$ cat src/design/vector_fp_map.vh
// Purpose: Offsets, field positions and reset values of the vector
//          control register bank.
// Assumes: Registers selected by a 3-bit control index.
// Notes:   Definitions only.
`ifndef VECTOR_FP_MAP_VH
`define VECTOR_FP_MAP_VH

`define IDX_IMPL_INFO      3'h0
`define IDX_CTRL_STATUS    3'h1
`define IDX_AVAILABLE      3'h2
`define IDX_SAVED          3'h3
`define IDX_MODIFIED       3'h4
`define IDX_REQUESTED      3'h5
`define IDX_MAP            3'h6
`define IDX_UNMAP          3'h7

`define IMPL_PART_BIT      16
`define IMPL_CODE_HI       15
`define IMPL_CODE_LO       8
`define IMPL_REV_HI        7
`define IMPL_REV_LO        0

`define CS_FLUSH_BIT       24
`define CS_NONTRAP_BIT     18
`define CS_CAUSE_HI        17
`define CS_CAUSE_LO        12
`define CS_ENABLE_HI       11
`define CS_ENABLE_LO       7
`define CS_FLAG_HI         6
`define CS_FLAG_LO         2
`define CS_ROUND_HI        1
`define CS_ROUND_LO        0

// Cause order: unimpl, invalid, divzero, overflow, underflow, inexact
`define EXC_UNIMPL         5
`define EXC_OVERFLOW       2
`define EXC_INEXACT        0

`define FLUSH_RESET        1'h0
`define NONTRAP_RESET      1'h0
`define ROUND_RESET        2'h0
`define MASK_RESET         32'h00000000
`define INDEX_RESET        5'h00

`endif

$ cat src/design/vector_fp_exc_merge.v
// Purpose: Folds per-element exception conditions into one
//          instruction-level set and splits trapping from flagged ones.
// Assumes: Six condition bits per element, cause-field order.
// Notes:   Pure combinational.
`timescale 1ns/100ps
`default_nettype none
`include "vector_fp_map.vh"

module vector_fp_exc_merge (
  input  wire [23:0] elem_exc,
  input  wire [3:0]  elem_valid,
  input  wire [4:0]  enable_bits,
  output wire [5:0]  cause_set,
  output wire        trap_hit,
  output wire [4:0]  flag_set
);
  wire [5:0] part [0:3];
  wire [5:0] merged;

  genvar g;
  generate
    for (g = 0; g < 4; g = g + 1) begin : lane
      // Overflow without its enable also reports inexact
      assign part[g] = elem_valid[g] ?
        (elem_exc[g*6 +: 6] |
         {5'h00, elem_exc[g*6+`EXC_OVERFLOW] & ~enable_bits[`EXC_OVERFLOW]})
        : 6'h00;
    end
  endgenerate

  // Any valid element sets the bit for the instruction
  assign merged    = part[0] | part[1] | part[2] | part[3];
  assign cause_set = merged;
  // Unimplemented has no enable and always traps
  assign trap_hit  = merged[`EXC_UNIMPL] |
                     (|(merged[4:0] & enable_bits));
  // Only conditions with enable off reach the flags
  assign flag_set  = merged[4:0] & ~enable_bits;
endmodule
`default_nettype wire

$ cat src/design/vector_fp_control_regs.v
// Purpose: Control register bank of the vector floating-point unit.
// Assumes: Copy instructions arrive as one-cycle strobes with an index.
// Notes:   Per-thread copies of the control/status and partition masks.
//
// Operation
// - Eight indices; 2..7 privileged or reserved
// - Implementation register read-only, shared by threads
// - Partition bit 16, code 15:8, revision
// - Control/status read-write, one per thread
// - Bits 31:25 read zero
// - Flush bit optional, resets to zero
// - Flush mode replaces subnormals, no unimplemented
// - Trapping mode: no write, cause, trap
// - Nontrap mode: signaling NaN, no trap
// - Cause recomputed per vector instruction in trapping mode; nontrap mode keeps it
// - Enabled cause bit raises exception
// - Unimplemented cause always traps; code does not trap on it in nontrap mode, where it substitutes a NaN
// - Flags only set for disabled conditions
// - Rounding field selects mode, resets zero
// - Invalid gives default quiet NaN
// - Divide-by-zero gives signed infinity
// - Overflow untrapped also sets inexact
// - Vector register usable only if mapped
`timescale 1ns/100ps
`default_nettype none
`include "vector_fp_map.vh"

module vector_fp_control_regs #(
  parameter       PARTITION_SUPPORT = 1'b1,
  parameter       FLUSH_PRESENT     = 1'b1,
  parameter [7:0] PROCESSOR_CODE    = 8'h5A, // Arbitrary value
  parameter [7:0] REVISION_CODE     = 8'h01  // Arbitrary value
) (
  input  wire        clk,
  input  wire        reset_n,
  input  wire [1:0]  thread_sel,
  input  wire        privileged_mode,
  input  wire        copy_to_control_insn,
  input  wire        copy_from_control_insn,
  input  wire [2:0]  ctrl_index,
  input  wire [31:0] ctrl_wdata,
  input  wire        fp_insn_done,
  input  wire [3:0]  elem_valid,
  input  wire [23:0] elem_exc,
  input  wire [1:0]  fp_thread_sel,
  input  wire [31:0] modify_set,
  input  wire [31:0] request_bits,
  input  wire        request_load,
  input  wire [4:0]  vreg_check,
  output reg  [31:0] ctrl_rdata,
  output reg         ctrl_rvalid,
  output reg         reserved_insn,
  output reg         fp_exception,
  output reg         dest_write_en,
  output reg         nan_substitute,
  output reg  [5:0]  nan_payload,
  output reg         flush_subnormal,
  output reg         nontrap_mode,
  output reg  [1:0]  round_select,
  output reg         vreg_usable
);
  reg        rst_meta_reg;
  reg        rst_sync_reg;
  wire       rst_n;

  // Per-thread state
  reg        flush_reg    [0:3];
  reg        nontrap_reg  [0:3];
  reg  [5:0] cause_reg    [0:3];
  reg  [4:0] enable_reg   [0:3];
  reg  [4:0] flag_reg     [0:3];
  reg  [1:0] round_reg    [0:3];
  reg [31:0] avail_reg    [0:3];
  reg [31:0] saved_reg    [0:3];
  reg [31:0] modified_reg [0:3];
  reg [31:0] request_reg  [0:3];
  reg  [4:0] map_reg      [0:3];
  reg  [4:0] unmap_reg    [0:3];

  wire [31:0] impl_word;
  wire [31:0] cs_word;
  wire [5:0]  cause_set;
  wire        trap_hit;
  wire [4:0]  flag_set;
  wire        priv_idx;
  wire        idx_ok;
  wire        wr_go;
  wire        rd_go;
  wire [5:0]  wr_cause;
  wire [4:0]  wr_enable;
  wire        wr_trap;
  reg  [31:0] rd_word;

  // Release reset through two stages
  always @(posedge clk or negedge reset_n) begin
    if (!reset_n) begin
      rst_meta_reg <= 1'b0;
      rst_sync_reg <= 1'b0;
    end else begin
      rst_meta_reg <= 1'b1;
      rst_sync_reg <= rst_meta_reg;
    end
  end
  assign rst_n = rst_sync_reg;

  // Shared by all threads, never written
  assign impl_word = {15'h0000, PARTITION_SUPPORT[0],
                      PROCESSOR_CODE, REVISION_CODE};

  // Upper bits and unused gaps read zero
  assign cs_word = {7'h00, flush_reg[thread_sel], 5'h00,
                    nontrap_reg[thread_sel], cause_reg[thread_sel],
                    enable_reg[thread_sel], flag_reg[thread_sel],
                    round_reg[thread_sel]};

  // Indices 2..7: privileged, or reserved without partitioning
  assign priv_idx = (ctrl_index != `IDX_IMPL_INFO) &&
                    (ctrl_index != `IDX_CTRL_STATUS);
  assign idx_ok   = !priv_idx ||
                    (PARTITION_SUPPORT[0] && privileged_mode);
  assign wr_go    = copy_to_control_insn && idx_ok;
  assign rd_go    = copy_from_control_insn && idx_ok;

  // Software write of cause with enable set traps at once
  assign wr_cause  = ctrl_wdata[`CS_CAUSE_HI:`CS_CAUSE_LO];
  assign wr_enable = ctrl_wdata[`CS_ENABLE_HI:`CS_ENABLE_LO];
  assign wr_trap   = wr_go && (ctrl_index == `IDX_CTRL_STATUS) &&
                     (wr_cause[`EXC_UNIMPL] |
                      (|(wr_cause[4:0] & wr_enable)));

  vector_fp_exc_merge u_merge (
    .elem_exc    (elem_exc),
    .elem_valid  (elem_valid),
    .enable_bits (enable_reg[fp_thread_sel]),
    .cause_set   (cause_set),
    .trap_hit    (trap_hit),
    .flag_set    (flag_set)
  );

  always @* begin
    case (ctrl_index)
      `IDX_IMPL_INFO:   rd_word = impl_word;
      `IDX_CTRL_STATUS: rd_word = cs_word;
      `IDX_AVAILABLE:   rd_word = avail_reg[thread_sel];
      `IDX_SAVED:       rd_word = saved_reg[thread_sel];
      `IDX_MODIFIED:    rd_word = modified_reg[thread_sel];
      `IDX_REQUESTED:   rd_word = request_reg[thread_sel];
      `IDX_MAP:         rd_word = {27'h0000000, map_reg[thread_sel]};
      `IDX_UNMAP:       rd_word = {27'h0000000, unmap_reg[thread_sel]};
      default:          rd_word = 32'h00000000;
    endcase
  end

  genvar t;
  generate
    for (t = 0; t < 4; t = t + 1) begin : thr
      wire cs_wr  = wr_go && (thread_sel == t) &&
                    (ctrl_index == `IDX_CTRL_STATUS);
      wire fp_hit = fp_insn_done && (fp_thread_sel == t);
      wire sw_wr  = wr_go && (thread_sel == t);

      // Cause/enable/flag have no reset value; left unreset
      always @(posedge clk) begin
        if (cs_wr) begin
          cause_reg[t]  <= wr_cause;
          enable_reg[t] <= wr_enable;
        end else if (fp_hit && !nontrap_reg[t]) begin
          cause_reg[t]  <= cause_set;
        end
        // Nontrap mode leaves cause untouched
        // Hardware set wins over a software clear
        if (fp_hit && !(trap_hit && !nontrap_reg[t])) begin
          flag_reg[t] <= (cs_wr ?
            ctrl_wdata[`CS_FLAG_HI:`CS_FLAG_LO] : flag_reg[t]) | flag_set;
        end else if (cs_wr) begin
          flag_reg[t] <= ctrl_wdata[`CS_FLAG_HI:`CS_FLAG_LO];
        end
      end

      always @(posedge clk or negedge rst_n) begin
        if (!rst_n) begin
          flush_reg[t]    <= `FLUSH_RESET;
          nontrap_reg[t]  <= `NONTRAP_RESET;
          round_reg[t]    <= `ROUND_RESET;
          avail_reg[t]    <= `MASK_RESET;
          saved_reg[t]    <= `MASK_RESET;
          modified_reg[t] <= `MASK_RESET;
          request_reg[t]  <= `MASK_RESET;
          map_reg[t]      <= `INDEX_RESET;
          unmap_reg[t]    <= `INDEX_RESET;
        end else begin
          if (cs_wr) begin
            // Flush bit ignored when absent
            flush_reg[t]   <= FLUSH_PRESENT[0] &
                              ctrl_wdata[`CS_FLUSH_BIT];
            nontrap_reg[t] <= ctrl_wdata[`CS_NONTRAP_BIT];
            round_reg[t]   <= ctrl_wdata[`CS_ROUND_HI:`CS_ROUND_LO];
          end
          if (sw_wr && ctrl_index == `IDX_SAVED)
            saved_reg[t] <= ctrl_wdata;
          // Hardware OR update wins over a software clear
          if (sw_wr && ctrl_index == `IDX_MODIFIED)
            modified_reg[t] <= ctrl_wdata | (fp_hit ? modify_set : 32'h0);
          else if (fp_hit)
            modified_reg[t] <= modified_reg[t] | modify_set;
          // Request cleared then loaded per instruction
          if (request_load && fp_thread_sel == t)
            request_reg[t] <= request_bits;
          // Map sets, unmap clears an availability bit
          if (sw_wr && ctrl_index == `IDX_MAP) begin
            map_reg[t] <= ctrl_wdata[4:0];
            avail_reg[t][ctrl_wdata[4:0]] <= 1'b1;
          end
          if (sw_wr && ctrl_index == `IDX_UNMAP) begin
            unmap_reg[t] <= ctrl_wdata[4:0];
            avail_reg[t][ctrl_wdata[4:0]] <= 1'b0;
          end
        end
      end
    end
  endgenerate

  // Registered outputs
  always @(posedge clk or negedge rst_n) begin
    if (!rst_n) begin
      ctrl_rdata      <= 32'h00000000;
      ctrl_rvalid     <= 1'b0;
      reserved_insn   <= 1'b0;
      fp_exception    <= 1'b0;
      dest_write_en   <= 1'b0;
      nan_substitute  <= 1'b0;
      nan_payload     <= 6'h00;
      flush_subnormal <= `FLUSH_RESET;
      nontrap_mode    <= `NONTRAP_RESET;
      round_select    <= `ROUND_RESET;
      vreg_usable     <= 1'b0;
    end else begin
      ctrl_rvalid   <= rd_go;
      ctrl_rdata    <= rd_go ? rd_word : 32'h00000000;
      // Blocked access to index 2..7 is a reserved instruction
      reserved_insn <= (copy_to_control_insn | copy_from_control_insn) &
                       ~idx_ok;
      // Trap only in normal mode; or on software cause write
      fp_exception  <= (fp_insn_done && !nontrap_reg[fp_thread_sel] &&
                        trap_hit) || wr_trap;
      // Destination stays unwritten on a trap
      dest_write_en <= fp_insn_done &&
                       (nontrap_reg[fp_thread_sel] || !trap_hit);
      // Default results for untrapped cases are built by the datapath
      // from these controls
      nan_substitute <= fp_insn_done && nontrap_reg[fp_thread_sel] &&
                        trap_hit;
      nan_payload    <= cause_set;
      // Flush mode and rounding steer the datapath
      flush_subnormal <= flush_reg[fp_thread_sel];
      nontrap_mode    <= nontrap_reg[fp_thread_sel];
      round_select    <= round_reg[fp_thread_sel];
      // Without partitioning every vector register is usable
      vreg_usable <= !PARTITION_SUPPORT[0] ||
                     avail_reg[thread_sel][vreg_check];
    end
  end
endmodule
`default_nettype wire

$ cat config.mk
export PLATFORM = sky130hd
export DESIGN_NAME = vector_fp_control_regs
export DESIGN_NICKNAME = d
export VERILOG_FILES = /design/src/design/vector_fp_exc_merge.v /design/src/design/vector_fp_control_regs.v
export VERILOG_INCLUDE_DIRS = /design/src /design/src/design
export SDC_FILE = /design/constraint.sdc
export NUM_CORES = 1
export LEC_CHECK = 0
export BUFFER_PORTS_ARGS = -buffer_cell sky130_fd_sc_hd__buf_2
export CORE_MARGIN = 4
export CORE_UTILIZATION = 50
export CTS_CLUSTER_SIZE = 20
export DETAILED_ROUTE_END_ITERATION = 10
export PLACE_DENSITY_LB_ADDON = 0.3
export SYNTH_ARGS = -nofsm -noshare
export SYNTH_HDL_FRONTEND = slang
export SYNTH_SLANG_ARGS = --single-unit
$ cat constraint.sdc
create_clock -name clk -period 44.1 [get_ports clk]
set_clock_uncertainty 0.1 [all_clocks]
set_input_delay 8.82 -clock clk [delete_from_list [all_inputs] [get_ports clk]]
set_output_delay 8.82 -clock clk [all_outputs]
set_load 0.1 [all_outputs]
## Yosys cells after proc, flatten, opt, wreduce, memory -nomap -nowiden

Memories as Yosys holds them, arrays and structs flattened.
Cells that the tools add are included.

- Bits in registers: 618
- Memory bits (writable): 64
- Bits of input ports: 143
- Output and inout port bits: 48
- Logic and storage cells: 328
- Memories: 3

Memory list:

| memory | depth | bits a word | rd ports | clocked after Yosys merged registers in | write ports | RTL line | source |
|---|---|---|---|---|---|---|---|
| cause_reg | 4 | 6 | 1 | 0 | 4 | vector_fp_control_regs.v:69 | `reg [5:0] cause_reg [0:3];` |
| enable_reg | 4 | 5 | 2 | 0 | 1 | vector_fp_control_regs.v:70 | `reg [4:0] enable_reg [0:3];` |
| flag_reg | 4 | 5 | 5 | 0 | 4 | vector_fp_control_regs.v:71 | `reg [4:0] flag_reg [0:3];` |

- $lt $le $gt $ge: 5
- Equal/unequal tests: 14
- Mux-type cells: 123
- Bitwise logic cells: 52
- Reduce and logical (&&, ||, !) cells: 82

Operators by type and width:

| operator | number |
|---|---|
| $mux W32 | 29 |
| $or A32 B32 Y32 | 12 |
| $bmux W32 S2 | 4 |
| $pmux W32 S8 | 1 |
| $and A32 B32 Y32 | 4 |
| $mux W5 | 15 |
| $logic_and A1 B1 Y1 | 55 |
| $mux W1 | 49 |
| $mux W6 | 8 |
| $not A32 Y32 | 1 |
| $reduce_or A5 Y1 | 5 |
| $or A6 B1 Y6 | 4 |
| $bmux W5 S2 | 2 |
| $or A5 B5 Y5 | 4 |
| $or A6 B6 Y6 | 3 |
| $and A5 B5 Y5 | 3 |
| $mux W2 | 7 |
| $eq A3 B3 Y1 const B | 4 |
| $lt A5 B6 Y1 const B | 2 |
| $logic_not A1 Y1 | 11 |
| $or A1 B1 Y1 | 11 |
| $bmux W1 S2 | 4 |
| $bmux W2 S2 | 2 |
| $eq A2 B2 Y1 const B | 4 |
| 17 further kinds | 32 |

## Depth between registers and ports, before layout

An unclocked memory read counts as a cell.

- Depth after elaboration: 17
- Gate-level depth with buffers: 12

## Cells and area by module

From an unflattened synthesis, not the netlist that was laid out.

- Cell total of the unflattened synthesis: 2397
- Area, all modules: 32209.6 sq um

Modules (own cells, without submodules):

| module | instances | cells an instance | area an instance (sq um) | seq. area each (sq um) |
|---|---|---|---|---|
| vector_fp_control_regs | 1 | 2369 | 32019.5 | 17386.7 |
| vector_fp_exc_merge | 1 | 28 | 190.2 | 0.0 |

## Worst setup path before layout

No wires, ideal clock.

- Kind: input port to flip-flop
- Start: input fp_thread_sel[0]
- End: memory flag_reg[0][0], enable pin
- Setup time: 313 ps
- Arrival: 10514 ps
- Data required time: 43687 ps
- Setup slack: 33173 ps
- Stages on the path: 7
- Cells stage by stage: buf_2 -> mux4_2 -> a221oi_1 -> o211a_1 -> buf_2 -> o21ai_1 -> nand2_1

RTL lines:

| what | RTL line | source |
|---|---|---|
| start: declaration | vector_fp_control_regs.v:45 | `input wire [1:0] fp_thread_sel,` |
| end: declaration | vector_fp_control_regs.v:71 |  |

## Worst setup path in the final report

- Start: input ctrl_index[1]
- End: register saved_reg[73] in the netlist's numbering

- Word-level cells in the longest chain between the ends: 7
- Elaborated cells between the ends (all ways): 9

RTL lines:

| what | RTL line | source |
|---|---|---|
| start: declaration | vector_fp_control_regs.v:40 | `input wire [2:0] ctrl_index,` |
| $ne A3 B1 Y1 (no source line) or $reduce_bool A3 Y1 (tied branches) | -- |  |
| $logic_and A1 B1 Y1 | vector_fp_control_regs.v:117 | `` assign priv_idx = (ctrl_index != `IDX_IMPL_INFO) && `` |
| $logic_not A1 Y1 | vector_fp_control_regs.v:119 | `assign idx_ok = !priv_idx \|\|` |
| $logic_or A1 B1 Y1 | vector_fp_control_regs.v:119 |  |
| $logic_and A1 B1 Y1 | vector_fp_control_regs.v:121 | `assign wr_go = copy_to_control_insn && idx_ok;` |
| $logic_and A1 B1 Y1 | vector_fp_control_regs.v:160 | `wire sw_wr = wr_go && (thread_sel == t);` |
| $logic_and A1 B1 Y1 (no source line) (*) | -- |  |
| end signal: indexed assignment | vector_fp_control_regs.v:186 | `` saved_reg[t] <= `MASK_RESET; `` |
| end signal: indexed assignment | vector_fp_control_regs.v:200 | `saved_reg[t] <= ctrl_wdata;` |
| end: declaration | vector_fp_control_regs.v:74 | `reg [31:0] saved_reg [0:3];` |

Every way passes the cells marked *; elsewhere a longest branch is shown, timed or not.
A chain may end at the register's enable or synchronous reset.

==> summary.md <==
| Metric | Value |
|---|---|
| Status | finished clean |
| CTS tree | done |
| WP data required | 44.50 ns |
| Final non-filler cell total | 3709 |
| HPWL after detailed placement | 61420 µm |
| Switch Pwr | 432.0 µW |
| # fillers | 5229 |
| Setup Fix Bufs, Post-CTS | 0 |
| Iter 0 DRT Violations | 2589 |
| Synth Warn # | 0 |
| Vias in the first global route | 24490 |
| Mux cell area share after synthesis | 24.52% |
| Remaining antenna violation count | 0 |
| H-tree Lvls | 3 |
| Syn nets | 2837 |
| Seq/Total Area, Yosys | 53.85% |
| CTS Hold Bufs | 0 |
| Pwr/cell area | 44.77 mW/mm² |
| Die Footprint | 0.06870 mm² |
| Die width | 262.1 µm |
| # setup viols final | 0 |
| Hold Crit Start | rst_meta_reg |
| Multi-input logic area | 0.01397 mm² |
| Starting Density | 50.81% |
| Clock period minus worst slack | 12.22 ns |
| WS Path Type | in2reg |
| Synth Area in XOR/XNOR | 0% |
| Hold WC Path Type | reg2reg |
| Hold Path Sink | rst_n |
| Post-DR vias/cell | 6.384 |
| RR Endpoint | request_reg[6] |
| Comb pwr share | 14.6% |
| Ys async rst share | 90.62% |
| FMAX | 0.08181 GHz |
| Worst-path fanout max | 32 |
| Cells after Synth | 2694 |
| CTS Buf Count | 75 |
| Sequential cell area | 0.01739 mm² |
| Count of input and output buffers | 190 |
| Largest family of logic cells by synthesized area | multiplexers |
| Adder-Cell Fraction of Synth Area | 0% |
| Vias | 23680 |
| Synth cell types | 60 |
| Reg-to-reg slack, setup | 40.51 ns |
| First-pass GRT wire length | 150600 µm |
| Number of synthesized flops with an enable pin | 64 |
| Largest net degree at the start of global routing | 197 |
| Maximum clock path buffer count | 3 |
| DP Area | 0.03377 mm² |
| Die H | 262.1 µm |
| Power Total | 1624 µW |
| Max-Cap Viols | 0 |
| Wire length per cell | 26.59 µm |
| Cells after DPL | 3571 |
| Placer congestion estimate | 0.8726 |
| CP Data Arrival Time | 12.62 ns |
| Worst setup path start | ctrl_index[1] |
| Tightest Pin Transition | 1.332 ns |
| Synth Area per Inst | 11.98 µm² |
| Design area | 0.03628 mm² |
| Total GRT Usage | 28.91% |
| Clock Tree Root | clkbuf_16 |
| Final Hold Fails | 0 |
| RSZ-0062 raised after global routing | no |
| Final Slew Violations | 0 |
| Post-Synth Simple-Gate Area | 10.85% |
| Share of cells above drive strength 1 | 28.37% |
| Flops & latches, synth | 682 |
| Clk_lat worst skew | 0.63 ns |
| Slew HR | 10.95% |
| Crit share post-route | 27.72% |
| Crit end category | register |
| Drt pass-1 iters | 6 |
| Post-Syn Area | 0.03228 mm² |
| Detailed Route WL | 98630 µm |
| Gr ovfl total | 0 |
| Final TNS setup | 0 ns |
| Min-Delay Path Depth | 0 |
| P_int | 1192 µW |
| Crit Reg-Reg Startpoint | rst_n |
| Main synth FF type | dfrtp_1 |
| Worst-case reg-to-reg path depth | 3 |
| Initial antenna violation count | 7 |
| Register clock-pin slew on the reported worst setup and hold paths | 0.06 ns |
| I/O Pins | 191 |
| Row count | 92 |
| Switching Share | 26.60% |
| # DRC | 0 |
| Setup crit start kind | primary input |
| Reg power frac | 46.3% |
| Resize count post-CTS | 0 |
| CTS sink count | 682 |
| Area growth syn-to-layout | 12.36% |
| VDD IR max | 0.03004 mV |
| Static Leak | 0.01592 µW |
| Nets@finish | 2946 |
| Compound-gate portion of the synthesized area | 7.693% |
| CORE AREA | 0.06354 mm² |
| Clock power frac | 39.2% |
## cells by family after synthesis
group	after synthesis
simple gates	832
buf+inv	214
other cells	1
compound gates	427
mux	538
flops	682
## how the worst max path moves through the flow
stage                                       endpoint  slack, ns  cells past startpoint
after floorplan           asynchronous set/reset pin      25.50                      0
after global placement                 saved_reg[69]      31.40                      6
after detailed placement               saved_reg[73]      31.38                      6
after CTS                              saved_reg[73]      32.01                      6
after global routing                   saved_reg[19]      31.85                      6
final                                  saved_reg[73]      31.88                      6
## cell type report
| class | instances | share of cell area, % |
|---|---|---|
| diodes | 4 | 0.02759 |
| multi-input cells | 1798 | 38.50 |
| flip-flops and latches | 682 | 47.94 |
| inverters | 14 | 0.1449 |
| clock inverters | 18 | 0.6519 |
| repair buffers | 232 | 3.611 |
| clock buffers | 115 | 6.205 |
| well taps | 846 | 2.918 |
## cells in the mapped netlist (5+ instances only)
| master | count | area [µm²] |
|---|---|---|
| a221oi_1 | 6 | 52.55 |
| nor4_1 | 5 | 31.28 |
| a22o_1 | 5 | 43.79 |
| buf_4 | 22 | 165.2 |
| nor2b_1 | 6 | 37.54 |
| buf_2 | 38 | 190.2 |
| nand3b_1 | 8 | 60.06 |
| nand2_1 | 498 | 1869 |
| inv_1 | 9 | 33.78 |
| a21oi_1 | 283 | 1416 |
| nor3_1 | 19 | 95.09 |
| o21ai_0 | 23 | 115.1 |
| nand3_1 | 142 | 710.7 |
| nor2_1 | 114 | 427.9 |
| a2bb2oi_1 | 6 | 52.55 |
| o21a_1 | 6 | 45.04 |
| clkbuf_1 | 116 | 435.4 |
| o22ai_1 | 13 | 81.33 |
| o22a_1 | 20 | 175.2 |
| mux2_1 | 53 | 596.8 |
| mux2i_1 | 55 | 550.5 |
| nand2b_1 | 9 | 56.30 |
| nor2_2 | 7 | 43.79 |
| mux2_2 | 259 | 2917 |
| o21ai_1 | 7 | 35.03 |
| buf_1 | 16 | 60.06 |
| edfxtp_1 | 64 | 1922 |
| buf_6 | 8 | 90.09 |
| mux4_2 | 171 | 3851 |
| a22oi_1 | 25 | 187.7 |
| dfrtp_1 | 618 | 15460 |
| and2_1 | 6 | 37.54 |
## layout by cell type, fill, tap and decap left out, types with 13 or more instances in the layout
| cell type | n |
|---|---|
| clkbuf_16 | 78 |
| clkbuf_8 | 17 |
| nor2_2 | 14 |
| buf_2 | 188 |
| o22a_1 | 20 |
| clkbuf_1 | 21 |
| mux4_2 | 171 |
| a21oi_1 | 283 |
| mux2i_1 | 55 |
| buf_4 | 39 |
| nor3_1 | 19 |
| nand3_1 | 137 |
| edfxtp_1 | 64 |
| mux2_1 | 53 |
| nor2_1 | 107 |
| a22oi_1 | 25 |
| o21ai_0 | 23 |
| o22ai_1 | 13 |
| dfrtp_1 | 617 |
| mux2_2 | 259 |
| nand2_1 | 494 |
## critical path, stage by stage
cell,delay (ns)
buf_2,0.08
buf_4,0.34
inv_1,0.47
nor2_1,0.94
nand3_2,1.23
mux2_1,0.72
## per-layer routing
metal / vias to the layer above / share of wire, % / track usage [%]
met2: 1353 / 47 / 46.19
met1: 12090 / 38 / 38.69
met5: - / 0.034 / 0
li1: 9962 / - / -
met3: 266 / 10 / 6.331
met4: 4 / 4.4 / 12.26
## stage by stage
stage	worst slack, ns	hold WS [ns]	utilization, %
3_5_place_dp	31.38	0.2362	53.15
6_report	31.88	0.2477	57.09
4_1_cts	32.01	0.2494	57.06
5_1_grt	31.85	0.2544	57.08
2_1_floorplan	25.50	0.2312	-
3_3_place_gp	31.40	0.2356	53.15
## power by group through the flow
stage	Clock [µW]	Combinational, µW	Sequential [µW]
2_1_floorplan	0	146	779
3_3_place_gp	0	228	755
3_5_place_dp	0	236	761
4_1_cts	644	237	750
5_1_grt	670	255	759
6_report	636	237	751
No activity file was read; power rests on OpenSTA's default activity.
